--- config.mk ---
export PLATFORM = sky130hd
export DESIGN_NAME = frgen_top
export DESIGN_NICKNAME = d
export VERILOG_FILES = /design/src/rtl/frgen_pkg.sv /design/src/rtl/frgen_delay_line.sv /design/src/rtl/frgen_top.sv
export SDC_FILE = /design/constraint.sdc
export NUM_CORES = 1
export LEC_CHECK = 0
export BUFFER_PORTS_ARGS = -buffer_cell sky130_fd_sc_hd__buf_2
export CAP_MARGIN = 40
export CORE_UTILIZATION = 55
export CTS_CLUSTER_SIZE = 25
export DETAILED_ROUTE_END_ITERATION = 6
export PLACE_DENSITY = 0.87
export SLEW_MARGIN = 20
export SYNTH_ARGS = -nofsm -noshare
export SYNTH_HDL_FRONTEND = slang
export SYNTH_SLANG_ARGS = --single-unit
--- constraint.sdc ---
create_clock -name CLOCK -period 4.56 [get_ports CLOCK]
set_input_delay 0.912 -clock CLOCK [delete_from_list [all_inputs] [get_ports CLOCK]]
set_output_delay 0.912 -clock CLOCK [all_outputs]
set_load 0.005 [all_outputs]
--- src/rtl/frgen_pkg.sv ---
/*
 * Package for the frame-reference pulse generator: field widths, encodings,
 * reset values, cycle counts and the carrier struct used by the main module.
 * Assumes nothing beyond a SystemVerilog compiler.
 */
package frgen_pkg;

    // Field widths.
    localparam int unsigned BURST_W   = 4;
    localparam int unsigned DIVIDE_W  = 11;
    localparam int unsigned HALF_W    = 13;
    localparam int unsigned PRE_W     = 3;
    localparam int unsigned WORD_W    = 6;
    localparam int unsigned CODE_W    = 8;
    localparam int unsigned SUM_W     = 10;
    localparam int unsigned SEL_W     = 2;

    // Encodings of selector and divider fields.
    localparam logic [SEL_W-1:0]  PORT_B_SEL_FRAME_REF = 2'h2;
    localparam logic [PRE_W-1:0]  PREDIV_1             = 3'h1;
    localparam logic [PRE_W-1:0]  PREDIV_2             = 3'h2;
    localparam logic [PRE_W-1:0]  PREDIV_4             = 3'h4;

    // Master divider: half period is base plus twice the code.
    localparam logic [HALF_W-1:0] HALF_BASE            = 13'h0004;

    // Reset values of the configuration fields.
    localparam logic              REPEATER_RESET       = 1'b0;
    localparam logic              BURST_STYLE_RESET    = 1'b0;
    localparam logic [BURST_W-1:0]  BURST_LENGTH_RESET = 4'h4;
    localparam logic [DIVIDE_W-1:0] DIVIDE_RESET       = 11'h000;

    // Phase-shift code construction.
    localparam logic [WORD_W-1:0] WORD_SUM_REQUIRED    = 6'h3F;
    localparam logic [SUM_W-1:0]  CODE_OFFSET          = 10'h01B;
    localparam logic [SUM_W-1:0]  CODE_MAX             = 10'h0F7;
    localparam int unsigned       CODE_STEPS           = 248;
    localparam int unsigned       FINE_STEP_PS         = 9;

    // Clock period of the device clock.
    localparam int unsigned       CLOCK_PERIOD_PS      = 5000;

    // Status carried out of the generator core.
    typedef struct packed {
        logic               active;
        logic               busy;
        logic               pre_invalid;
        logic               code_invalid;
        logic [CODE_W-1:0]  code;
    } frgen_status_s;

endpackage : frgen_pkg

--- src/rtl/frgen_delay_line.sv ---
/*
 * Tapped delay line that sets the port-A to port-B offset in whole steps.
 * Assumes the tap index changes only while the output is not in use.
 */
`timescale 1ns/1ps
`default_nettype none
module frgen_delay_line
    import frgen_pkg::*;
#(
    parameter int unsigned DEPTH = CODE_STEPS
) (
    input  wire logic              CLOCK,
    input  wire logic              RST_N,
    input  wire logic              d,
    input  wire logic [CODE_W-1:0] tap,
    output var  logic              q
);
    logic [DEPTH-1:0] stage;
    logic [DEPTH-1:0] next_stage;
    logic             next_q;

    initial begin
        if (DEPTH < 2 || DEPTH > (1 << CODE_W)) begin
            $error("Delay line depth out of range.");
        end
    end

    // Shift one step per clock and pick the requested tap.
    always_comb begin
        next_stage = {stage[DEPTH-2:0], d};
        next_q     = (int'(tap) < DEPTH) ? stage[tap] : stage[0];
    end

    always_ff @(posedge CLOCK) begin
        if (!RST_N) begin
            stage <= '0;
            q     <= 1'b0;
        end else begin
            stage <= next_stage;
            q     <= next_q;
        end
    end
endmodule // frgen_delay_line
`default_nettype wire

--- src/rtl/frgen_top.sv ---
/*
 * Frame-reference pulse generator driving output port B: pre-divider,
 * request retiming, master pulse engine, repeater path and phase offset.
 * Assumes CLOCK is the divided oscillator clock that also times port A, and
 * that all inputs are synchronous to it except the request and reference pins.
 */
`timescale 1ns/1ps
`default_nettype none
module frgen_top
    import frgen_pkg::*;
(
    input  wire logic                CLOCK,
    input  wire logic                RST_N,
    input  wire logic                SOFT_RESET,
    input  wire logic                POWERDOWN,
    input  wire logic                PHASE_SYNC_MODE,
    input  wire logic                FRAME_REF_ENABLE,
    input  wire logic [SEL_W-1:0]    PORT_B_SOURCE_SELECT,
    input  wire logic [PRE_W-1:0]    INTERP_PREDIVIDE,
    input  wire logic                REPEATER_SELECT,
    input  wire logic                BURST_STYLE_SELECT,
    input  wire logic [BURST_W-1:0]  BURST_LENGTH,
    input  wire logic [DIVIDE_W-1:0] MASTER_OUTPUT_DIVIDE,
    input  wire logic [WORD_W-1:0]   DELAY_WORD_ONE,
    input  wire logic [WORD_W-1:0]   DELAY_WORD_TWO,
    input  wire logic [WORD_W-1:0]   DELAY_WORD_THREE,
    input  wire logic [WORD_W-1:0]   DELAY_WORD_FOUR,
    input  wire logic                REF_OSC,
    input  wire logic                FRAME_REF_REQUEST_PIN,
    output var  logic                OUTPUT_PORT_B,
    output var  logic                FRAME_REF_ACTIVE,
    output var  logic                BURST_BUSY,
    output var  logic                PREDIVIDE_INVALID,
    output var  logic                PHASE_CODE_INVALID,
    output var  logic [CODE_W-1:0]   COMBINED_PHASE_SHIFT_CODE
);
    // Ratio of the pre-divider, zero for an illegal code.
    function automatic logic [PRE_W-1:0] pre_ratio_of(input logic [PRE_W-1:0] c);
        unique case (c)
            PREDIV_1, PREDIV_2, PREDIV_4: pre_ratio_of = c;
            default:                      pre_ratio_of = '0;
        endcase
    endfunction

    // Weighted sum of the delay words before the offset is removed.
    function automatic logic [SUM_W-1:0] word_sum(input logic [WORD_W-1:0] w1,
                                                  input logic [WORD_W-1:0] w2,
                                                  input logic [WORD_W-1:0] w3,
                                                  input logic [WORD_W-1:0] w4);
        word_sum = {2'b00, w1, 2'b00} + {4'h0, w2} + {3'b000, w3, 1'b0}
                 + {4'h0, w4} + {3'b000, w4, 1'b0};
    endfunction

    logic hold;
    logic ref_s1, ref_s2, ref_prev, req_s1, req_s2, req_ref, req_int, req_out, req_prev;
    logic next_ref_prev, next_req_ref, next_req_int, next_req_out, next_req_prev;
    logic [1:0]           pre_cnt, next_pre_cnt;
    logic [PRE_W-1:0]     pre_ratio;
    logic                 interp_tick, ref_tick, req_rise;
    logic [HALF_W-1:0]    half_cnt, next_half_cnt, half_len;
    logic                 pulse_lvl, next_pulse_lvl, busy, next_busy, terminal;
    logic [BURST_W-1:0]   remaining, next_remaining;
    logic                 toggle, next_toggle, active, src, delayed, next_port_b;
    logic [SUM_W-1:0]     wsum;
    logic [WORD_W+1:0]    plain_sum;
    logic                 code_bad;
    frgen_status_s        status, next_status;

    // Soft reset and powerdown both force every register to reset.
    assign hold = !RST_N || SOFT_RESET || POWERDOWN;

    // Two-flop synchronisers; only the second stage is looked at.
    always_ff @(posedge CLOCK) begin
        if (hold) begin
            ref_s1 <= 1'b0;
            ref_s2 <= 1'b0;
            req_s1 <= 1'b0;
            req_s2 <= 1'b0;
        end else begin
            ref_s1 <= REF_OSC;
            ref_s2 <= ref_s1;
            req_s1 <= FRAME_REF_REQUEST_PIN;
            req_s2 <= req_s1;
        end
    end

    // Timing strobes: reference edge and interpolator tick from the pre-divider.
    always_comb begin
        pre_ratio    = pre_ratio_of(INTERP_PREDIVIDE);
        ref_tick     = ref_s2 && !ref_prev;
        // An illegal ratio falls back to divide by one so the engine keeps moving.
        interp_tick  = (pre_ratio == '0) || ({1'b0, pre_cnt} >= pre_ratio - 3'h1);
        next_pre_cnt = interp_tick ? 2'h0 : pre_cnt + 2'h1;
        next_ref_prev = ref_s2;
    end

    // Retiming chain: reference stage in master mode only, then interpolator, then output.
    always_comb begin
        next_req_ref  = ref_tick ? req_s2 : req_ref;
        next_req_int  = req_int;
        if (interp_tick) begin
            next_req_int = REPEATER_SELECT ? req_s2 : req_ref;
        end
        next_req_out  = req_int;
        next_req_prev = req_out;
        req_rise      = req_out && !req_prev;
    end

    always_ff @(posedge CLOCK) begin
        if (hold) begin
            ref_prev <= 1'b0;
            pre_cnt  <= 2'h0;
            req_ref  <= 1'b0;
            req_int  <= 1'b0;
            req_out  <= 1'b0;
            req_prev <= 1'b0;
        end else begin
            ref_prev <= next_ref_prev;
            pre_cnt  <= next_pre_cnt;
            req_ref  <= next_req_ref;
            req_int  <= next_req_int;
            req_out  <= next_req_out;
            req_prev <= next_req_prev;
        end
    end

    // Master pulse engine: the level flips every half_len interpolator ticks.
    always_comb begin
        half_len       = {1'b0, MASTER_OUTPUT_DIVIDE, 1'b0} + HALF_BASE;
        terminal       = interp_tick && (half_cnt >= half_len - 13'h0001);
        next_half_cnt  = half_cnt;
        next_pulse_lvl = pulse_lvl;
        next_busy      = busy;
        next_remaining = remaining;
        if (REPEATER_SELECT) begin
            next_half_cnt  = '0;
            next_pulse_lvl = 1'b0;
            next_busy      = 1'b0;
            next_remaining = '0;
        end else if (!BURST_STYLE_SELECT) begin
            next_busy = 1'b0;
            if (!req_out) begin
                next_half_cnt  = '0;
                next_pulse_lvl = 1'b0;
            end else if (terminal) begin
                next_half_cnt  = '0;
                next_pulse_lvl = !pulse_lvl;
            end else if (interp_tick) begin
                next_half_cnt = half_cnt + 13'h0001;
            end
        end else if (!busy) begin
            next_half_cnt  = '0;
            next_pulse_lvl = 1'b0;
            // A zero length is accepted and simply produces no burst.
            if (req_rise && BURST_LENGTH != '0) begin
                next_busy      = 1'b1;
                next_remaining = BURST_LENGTH;
                next_pulse_lvl = 1'b1;
            end
        end else if (terminal) begin
            next_half_cnt = '0;
            if (pulse_lvl) begin
                next_pulse_lvl = 1'b0;
                next_remaining = remaining - 4'h1;
            end else if (remaining == '0) begin
                next_busy = 1'b0;
            end else begin
                next_pulse_lvl = 1'b1;
            end
        end else if (interp_tick) begin
            next_half_cnt = half_cnt + 13'h0001;
        end
    end

    always_ff @(posedge CLOCK) begin
        if (hold) begin
            half_cnt  <= '0;
            pulse_lvl <= 1'b0;
            busy      <= 1'b0;
            remaining <= '0;
        end else begin
            half_cnt  <= next_half_cnt;
            pulse_lvl <= next_pulse_lvl;
            busy      <= next_busy;
            remaining <= next_remaining;
        end
    end

    // Port B mux, phase code and status. Outside frame-reference mode port B
    // carries a plain clock stand-in, toggling every cycle.
    always_comb begin
        // Enable without the matching source select is treated as inactive.
        active      = PHASE_SYNC_MODE && FRAME_REF_ENABLE
                    && (PORT_B_SOURCE_SELECT == PORT_B_SEL_FRAME_REF);
        src         = REPEATER_SELECT ? req_out : pulse_lvl;
        wsum        = word_sum(DELAY_WORD_ONE, DELAY_WORD_TWO,
                               DELAY_WORD_THREE, DELAY_WORD_FOUR);
        plain_sum   = {2'b00, DELAY_WORD_ONE} + {2'b00, DELAY_WORD_TWO}
                    + {2'b00, DELAY_WORD_THREE} + {2'b00, DELAY_WORD_FOUR};
        code_bad    = (wsum < CODE_OFFSET) || (wsum - CODE_OFFSET > CODE_MAX)
                    || (plain_sum != {2'b00, WORD_SUM_REQUIRED});
        next_status.active       = active;
        next_status.busy         = busy;
        next_status.pre_invalid  = (pre_ratio == '0);
        next_status.code_invalid = code_bad;
        next_status.code         = code_bad ? '0 : CODE_W'(wsum - CODE_OFFSET);
        next_toggle = !toggle;
        next_port_b = active ? delayed : toggle;
    end

    always_ff @(posedge CLOCK) begin
        if (hold) begin
            status        <= '0;
            toggle        <= 1'b0;
            OUTPUT_PORT_B <= 1'b0;
        end else begin
            status        <= next_status;
            toggle        <= next_toggle;
            OUTPUT_PORT_B <= next_port_b;
        end
    end

    // Each code step adds one clock of delay; the fine step is not reproduced.
    frgen_delay_line #(.DEPTH(CODE_STEPS)) u_delay (
        .CLOCK (CLOCK),
        .RST_N (!hold),
        .d     (src),
        .tap   (status.code),
        .q     (delayed)
    );

    assign FRAME_REF_ACTIVE          = status.active;
    assign BURST_BUSY                = status.busy;
    assign PREDIVIDE_INVALID         = status.pre_invalid;
    assign PHASE_CODE_INVALID        = status.code_invalid;
    assign COMBINED_PHASE_SHIFT_CODE = status.code;

    // Checks on the generator's own behaviour.
    a_predivide_four: assert property (@(posedge CLOCK) disable iff (hold)
        (pre_ratio == 3'h4)[*4] ##0 interp_tick |->
        !$past(interp_tick, 1) && !$past(interp_tick, 2) && !$past(interp_tick, 3))
        else $error("Divide-by-four pre-divider ticked early.");
    a_repeater_follow: assert property (@(posedge CLOCK) disable iff (hold)
        REPEATER_SELECT && interp_tick |=> req_int == $past(req_s2))
        else $error("Repeater path did not take the request level.");
    a_burst_load: assert property (@(posedge CLOCK) disable iff (hold)
        !REPEATER_SELECT && BURST_STYLE_SELECT && !busy && req_rise && BURST_LENGTH != '0
        |=> busy && pulse_lvl && remaining == $past(BURST_LENGTH))
        else $error("Burst did not start with the programmed length.");
    a_zero_burst: assert property (@(posedge CLOCK) disable iff (hold)
        !REPEATER_SELECT && BURST_STYLE_SELECT && !busy && BURST_LENGTH == '0 |=> !busy)
        else $error("Zero burst length started a burst.");
    a_half_period: assert property (@(posedge CLOCK) disable iff (hold)
        !REPEATER_SELECT && !BURST_STYLE_SELECT && req_out && terminal
        |=> pulse_lvl != $past(pulse_lvl))
        else $error("Continuous stream missed a half-period flip.");
    a_cont_stop: assert property (@(posedge CLOCK) disable iff (hold)
        !REPEATER_SELECT && !BURST_STYLE_SELECT && !req_out |=> !pulse_lvl)
        else $error("Continuous stream ran with request low.");
    a_ref_retime: assert property (@(posedge CLOCK) disable iff (hold)
        req_ref != $past(req_ref) |-> $past(ref_tick))
        else $error("Reference stage changed without a reference edge.");
    a_port_b_clock: assert property (@(posedge CLOCK) disable iff (hold)
        !active ##1 !active |=> OUTPUT_PORT_B != $past(OUTPUT_PORT_B))
        else $error("Port B did not carry a clock outside frame-reference mode.");
    a_code_range: assert property (@(posedge CLOCK) disable iff (hold)
        wsum > CODE_MAX + CODE_OFFSET |=> PHASE_CODE_INVALID && COMBINED_PHASE_SHIFT_CODE == '0)
        else $error("Phase code above range was not flagged.");
    a_soft_reset: assert property (@(posedge CLOCK) disable iff (!RST_N)
        SOFT_RESET && !POWERDOWN |=> !BURST_BUSY && !OUTPUT_PORT_B && !FRAME_REF_ACTIVE)
        else $error("Soft reset did not clear the generator.");
    c_burst_done: cover property (@(posedge CLOCK) disable iff (hold) busy ##1 !busy);
    c_cont_flip: cover property (@(posedge CLOCK) disable iff (hold)
        !BURST_STYLE_SELECT && $rose(pulse_lvl));
    c_repeater_out: cover property (@(posedge CLOCK) disable iff (hold)
        REPEATER_SELECT && active && $rose(req_out));
endmodule // frgen_top
`default_nettype wire

Yosys cells after proc, flatten, opt, wreduce, memory -nomap -nowiden
Cells that the tools add are included.
{ "word_totals": {"n_memories": 0, "output_inout_bits": 13, "mem_bits_rw": 0, "reg_bits": 293, "inputBits": 54, "wordCells": 107, "latch_bits": 0, "mem_bits_ro": 0} }
{ "classes": {"n_addsub": 14, "div_mod_pow": 0, "multipliers": 0, "order_cmp": 6, "shift": 0, "n_reduce_logical": 27, "n_bitwise": 1, "n_mux": 27, "n_eq_ne": 9} }
{ "op_table": {"columns": ["operator", "count"], "rows": [
  ["$mux W13", 5],
  ["$mux W1", 16],
  ["$mux W4", 4],
  ["$add A12 B3 Y13 const B", 1],
  ["$add A13 B1 Y13 const B", 1],
  ["$ge A13 B13 Y1", 1],
  ["$sub A13 B1 Y13 const B", 1],
  ["$add A10 B6 Y10", 1],
  ["$add A10 B7 Y10", 1],
  ["$add A9 B7 Y10", 1],
  ["$gt A10 B8 Y1 const B", 1],
  ["$lt A10 B5 Y1 const B", 1],
  ["$sub A10 B5 Y10 const B", 1],
  ["$add A8 B6 Y9", 1],
  ["$lt A8 B9 Y1 const B", 1],
  ["$add A7 B6 Y8", 1],
  ["$add A8 B6 Y8", 1],
  ["$bmux W1 S8", 1],
  ["$lt A8 B8 Y1 const B", 1],
  ["$ne A8 B6 Y1 const B", 1],
  ["$add A6 B6 Y7", 1],
  ["$logic_and A1 B1 Y1", 6],
  ["$ne A3 B2 Y1 const B", 2],
  ["$reduce_or A2 Y1", 3],
  ["21 further kinds", 30]
]} }

Logic depth before layout (Yosys ltp)
{ "depth": {"word_depth": 10, "depth_mapped": 16} }

Modules after synthesis
A second synthesis with hierarchy kept.
{ "hier_totals": {"hier_cells": 1096, "hier_area_um2": 12436.9} }
{ "modules_own_cells": {"columns": ["mod", "instances", "seq_area_each_um2", "area_each_um2", "cells_each"], "rows": [
  ["frgen_delay_line", 1, 4984.8, 8826.0, 711],
  ["frgen_top", 1, 880.8, 3611.0, 385]
]} }

Least setup slack after synthesis
Ideal clock, no wire load.
{ "synth_path": {"kind": "input port to flip-flop", "from": "in DELAY_WORD_ONE[1]", "to": "reg status (netlist bit COMBINED_PHASE_SHIFT_CODE[1])", "path_slack_ns": -0.134, "t_arrival_ns": 4.579, "required_ns": 4.444, "stages": 14, "setup_time_ns": 0.116, "path_cell_list": "fa_1 fa_1 inv_1 fa_1 inv_1 ha_1 fa_1 a211oi_1 nor2_1 or4_1 o32ai_1 a21oi_1 o21a_1 and3_1"} }
{ "synth_via": {"elab_chain_len": 9, "elab_cells_between_ends": 14} }
{ "synth_rtl": {"columns": ["item", "line", "text"], "rows": [
  ["start: declaration", "frgen_top.sv:24", "input wire logic [WORD_W-1:0] DELAY_WORD_ONE,"],
  ["$add A8 B6 Y9", "frgen_top.sv:50", "word_sum = {2'b00, w1, 2'b00} + {4'h0, w2} + {3'b000, w3, 1'b0}"],
  ["$add A9 B7 Y10", "frgen_top.sv:50", null],
  ["$add A10 B6 Y10", "frgen_top.sv:51", "+ {4'h0, w4} + {3'b000, w4, 1'b0};"],
  ["$add A10 B7 Y10", "frgen_top.sv:51", null],
  ["$sub A10 B5 Y10", null, null],
  ["$gt A10 B8 Y1", "frgen_top.sv:200", "code_bad = (wsum < CODE_OFFSET) || (wsum - CODE_OFFSET > CODE_MAX)"],
  ["$logic_or A1 B1 Y1", "frgen_top.sv:200", null],
  ["$logic_or A1 B1 Y1 (*)", "frgen_top.sv:201", "|| (plain_sum != {2'b00, WORD_SUM_REQUIRED});"],
  ["$reduce_or A2 Y1 (no source line) (*)", null, null],
  ["end signal: assignment", "frgen_top.sv:217", "status <= next_status;"],
  ["end: declaration", "frgen_top.sv:67", "frgen_status_s status, next_status;"]
]} }
Mark *: on every way between the ends. The rest lies on a longest branch, timed or not.
A chain may end at the register's enable or synchronous reset.

Final worst setup path
{ "layout_path": {"from": "in DELAY_WORD_THREE[2]", "to": "reg status (netlist bit COMBINED_PHASE_SHIFT_CODE[1])"} }
{ "layout_via": {"elab_chain_len": 8, "elab_cells_between_ends": 12} }
{ "layout_rtl": {"columns": ["item", "line", "text"], "rows": [
  ["start: declaration", "frgen_top.sv:26", "input wire logic [WORD_W-1:0] DELAY_WORD_THREE,"],
  ["$add A9 B7 Y10", "frgen_top.sv:50", null],
  ["$add A10 B6 Y10", "frgen_top.sv:51", null],
  ["$add A10 B7 Y10", "frgen_top.sv:51", null],
  ["$sub A10 B5 Y10", null, null],
  ["$gt A10 B8 Y1", "frgen_top.sv:200", null],
  ["$logic_or A1 B1 Y1", "frgen_top.sv:200", null],
  ["$logic_or A1 B1 Y1 (*)", "frgen_top.sv:201", null],
  ["$reduce_or A2 Y1 (no source line) (*)", null, null]
]} }
Marked as above.

==> run summary <==
OUTCOME
------------------------------------------------------------------------------------
Run status ............................................................ finished with violations
Failing checks ........................................................ design-rule violations

STA
------------------------------------------------------------------------------------
Achievable clock frequency ............................................      232 MHz
Slack of the critical path ............................................     0.249 ns
Total negative slack ..................................................         0 ns
Period minus WS final .................................................      4.31 ns
Pins Over Slew Limit ..................................................            0
Max Clock Skew ........................................................   0.00890 ns
Number of failing hold endpoints at the final stage ...................            0
Final count of negative-setup-slack endpoints .........................            0
RSZ-0062 raised after global routing ..................................           no
Transition time of the tightest slew-check pin ........................     0.841 ns
Worst max-slew margin expressed relative to the limit .................        43.9%
Final cycle utilization of the critical path ..........................        94.5%

PWR
------------------------------------------------------------------------------------
PnR Total Power .......................................................      5.77 mW
Leak Pwr ..............................................................      5.71 nW
Maximum vdd drop ......................................................     0.399 mV
Cell area power density ...............................................  412 nW/um^2

WORST SETUP PATH
------------------------------------------------------------------------------------
Cells on worst reg2reg path ...........................................            7
Slowest cell delay on critical path ...................................      0.54 ns
Count of buffer and inverter cells on the critical path ...............            3
Capturing point of the worst reg2reg path .............................    u_delay.q
Depth of the critical timing path with buffers and inverters included .           15
Cell-by-cell listing of the critical path ............................. buf_2, fa_1, fa_1, inv_1, fa_1, inv_2, ha_4, fa_2, a211oi_2, nor2_1, or4_1, o32ai_1, a21oi_1, o21a_1, and3_1
Crit path launch type .................................................    input pin
Worst setup path startpoint ........................................... DELAY_WORD_THREE[2]
Launch point of the worst reg-to-reg path ............................. COMBINED_PHASE_SHIFT_CODE[1]
Highest fanout seen on the critical path ..............................            3
Required time at the endpoint of the critical path ....................      4.98 ns
Cell with the largest stage delay on the worst path ...................         fa_1
FF-to-FF setup slack ..................................................      1.69 ns
Kind of end point of the critical path ................................    flip-flop
Delay-heaviest family, CP .............................................  adder cells
Crit-path most repeated cell ..........................................         fa_1
Signal arrival time at the worst endpoint .............................      4.73 ns
Critical path destination ............................................. COMBINED_PHASE_SHIFT_CODE[1]
Setup Crit Path Kind .................................................. input pin to flip-flop

FINAL LAYOUT
------------------------------------------------------------------------------------
Final antenna diode count .............................................            0
Fin cells .............................................................         1457
Multi-input gate area in the final layout .............................    6080 um^2
Net count of the finished layout ......................................         1276
# fillers .............................................................         1527
Flip-flop and latch area ..............................................    5870 um^2
Area Overhead vs Synth ................................................        13.2%
Final core utilization ................................................        63.8%
Fraction of layout cells with a size suffix above 1 ...................        19.6%

ROUTE
------------------------------------------------------------------------------------
Final ANT Viol Nets ...................................................            0
Number of remaining DRC errors ........................................            3
Average wire per standard cell ........................................      16.3 um
Post-DR vias/cell .....................................................         5.56
Number of DRC violations after detailed-routing iteration 0 ...........          619
Total vias in the final route .........................................         8100
WL final ..............................................................      23.8 mm
Number of iterations in the first detailed-routing pass ...............            7

DIE
------------------------------------------------------------------------------------
Ports placed on the boundary ..........................................           67
Die Wd ................................................................       152 um
Die Area ..............................................................   23100 um^2
Overall die height ....................................................       152 um
Row count .............................................................           54
Core region area ......................................................   22000 um^2
Initial cell density of the core ......................................        56.3%

LOGIC SYNTHESIS
------------------------------------------------------------------------------------
Warning count from the yosys run ......................................            0
Biggest area consumer among synthesized cells .........................      dfxtp_1
Register bit count reported by yosys ..................................          293
Leading post-synthesis cells by cell area ............................. dfxtp_1, and2_1, mux4_2, fa_1, ha_1
Ranking of synthesized cells by instance count ........................ dfxtp_1, and2_1, mux4_2
Most common flop cell mapped by yosys .................................      dfxtp_1
Cell Area, Synth ......................................................   12400 um^2
Number of nets produced by synthesis ..................................         1205
Synthesized instance count ............................................         1084
Most common cell in the synthesized netlist ...........................      dfxtp_1
Share of flip-flops with an asynchronous set or reset after synthesis .           0%
Synthesized area per cell .............................................    11.4 um^2
Number of enable flip-flop cells after synthesis ......................            0
Post-synthesis cell type count ........................................           70
Portion of the post-synthesis area used by sequential elements ........        47.4%
Fraction of synthesized cell area taken by the top area cell type .....        47.4%

CLOCK TREE
------------------------------------------------------------------------------------
Number of H-tree branching levels .....................................            1
Cts repair resizes ....................................................            0
TritonCTS clock tree ..................................................         done
Setup repair bufs after CTS ...........................................            0
Clk Latency, worst-skew pair ..........................................      0.53 ns
Clock buffers created by TritonCTS ....................................           28
Number of buffers on the longest clock path ...........................            3
CTS clk-pin slew, worst paths .........................................      0.06 ns
CTS Hold Buffers Added ................................................            0
Clock Root Buffer .....................................................    clkbuf_16
TritonCTS Sinks .......................................................          293

GRT
------------------------------------------------------------------------------------
Total congestion overflow .............................................            0
Maximum number of pins on one net before global-route repair ..........          260
Global-route wire length before repair ................................      40.7 mm
Initial antenna violation count .......................................            0
Via count of the first global-routing pass ............................         8395
Combined global-route utilization of all metal layers .................        21.3%

WORST HOLD PATH
------------------------------------------------------------------------------------
Class of the worst hold path .......................................... flip-flop to flip-flop

PLACED DESIGN
------------------------------------------------------------------------------------
Estimated wirelength of the detail-placed design ......................      15.5 mm
Port buffer count .....................................................           66
Placed insts ..........................................................         1404
Post-Place Worst Slack ................................................    -0.268 ns
Global placement routability congestion ...............................        0.877

FLOW RUN
------------------------------------------------------------------------------------
Number of max-capacitance violations reported .........................            0

==> final cells by class <==
class / count / share of cell area (%)
inverters: 45 / 1.21
clock inverters: 15 / 1.16
well taps: 280 / 2.50
clock buffers: 37 / 5.47
flip-flops and latches: 293 / 41.9
repair buffers: 98 / 4.33
multi-input cells: 689 / 43.4
==> cells in the final DEF, fill, tap and decap left out, types with 6 or more instances in the layout <==
master     synthesis  layout
xor2_1            21      21
nand3_1           19      19
inv_1             44      42
clkinv_2           0       8
clkbuf_16          0      29
nand4_1            6       6
clkbuf_1          41       7
nor2_1            47      47
mux2i_1            9       9
ha_1              38      37
a211oi_1           8       7
a21o_1            14      14
nor3_1             6       6
xnor2_1            9       9
buf_2              8      66
nand2b_1           9       9
nor2b_1            7       7
nand2_1           25      25
and2_1           257     257
a22oi_1           10      10
dfxtp_1          293     291
fa_1              29      28
o21ai_0            6       6
mux4_2            62      62
a21oi_1           16      16
buf_4              3      28
and3_1             6       6
==> power breakdown <==
| group | total [mW] | internal [mW] | switching, mW |
|---|---|---|---|
| logic | 0.898 | 0.454 | 0.444 |
| clock network | 2.31 | 1.36 | 0.948 |
| registers | 2.56 | 2.56 | 0.00165 |
| total | 5.77 | 4.37 | 1.39 |
==> metrics by stage <==
step | hold slack (ns) | instance area, um^2
final | 0.429 | 14000
after global routing | 0.441 | 14000
after CTS | 0.432 | 14000
after detailed placement | 0.417 | 13100
after global placement | 0.400 | 13000
after floorplan | 0.392 | 12400
==> cell families after synthesis <==
kind of cell / count (synthesis) / synth area share (%)
xor gates and xnor gates: 30 / 2.12
AOI/OAI and AO/OA: 110 / 6.62
and+or+nand+nor: 407 / 19.3
DFF: 293 / 47.4
buffers and inverters: 102 / 3.63
muxes: 75 / 12.4
adders and majority gates: 67 / 8.54
==> state kept, by name, indices dropped and copies added, names as in the netlist, 2 cells and up <==
register and count:
COMBINED_PHASE_SHIFT_CODE 8, remaining 4, half_cnt 13, u_delay.stage 248, pre_cnt 2
==> routing by layer <==
layer,global-route usage [%],up-vias,routed length [um]
met3,2.62,48,1180
met5,0,-,0
li1,-,3846,-
met2,37.5,215,11800
met1,27.3,3991,10300
met4,6.66,0,484
==> worst min-delay path by stage <==
stage,depth (start not counted),to,start
final,1,req_s2,req_s1
after global routing,1,req_s2,req_s1
after CTS,1,req_s2,req_s1
after detailed placement,1,req_s2,req_s1
after global placement,1,toggle,toggle
after floorplan,1,toggle,toggle
(Power assumes the default switching activity.)
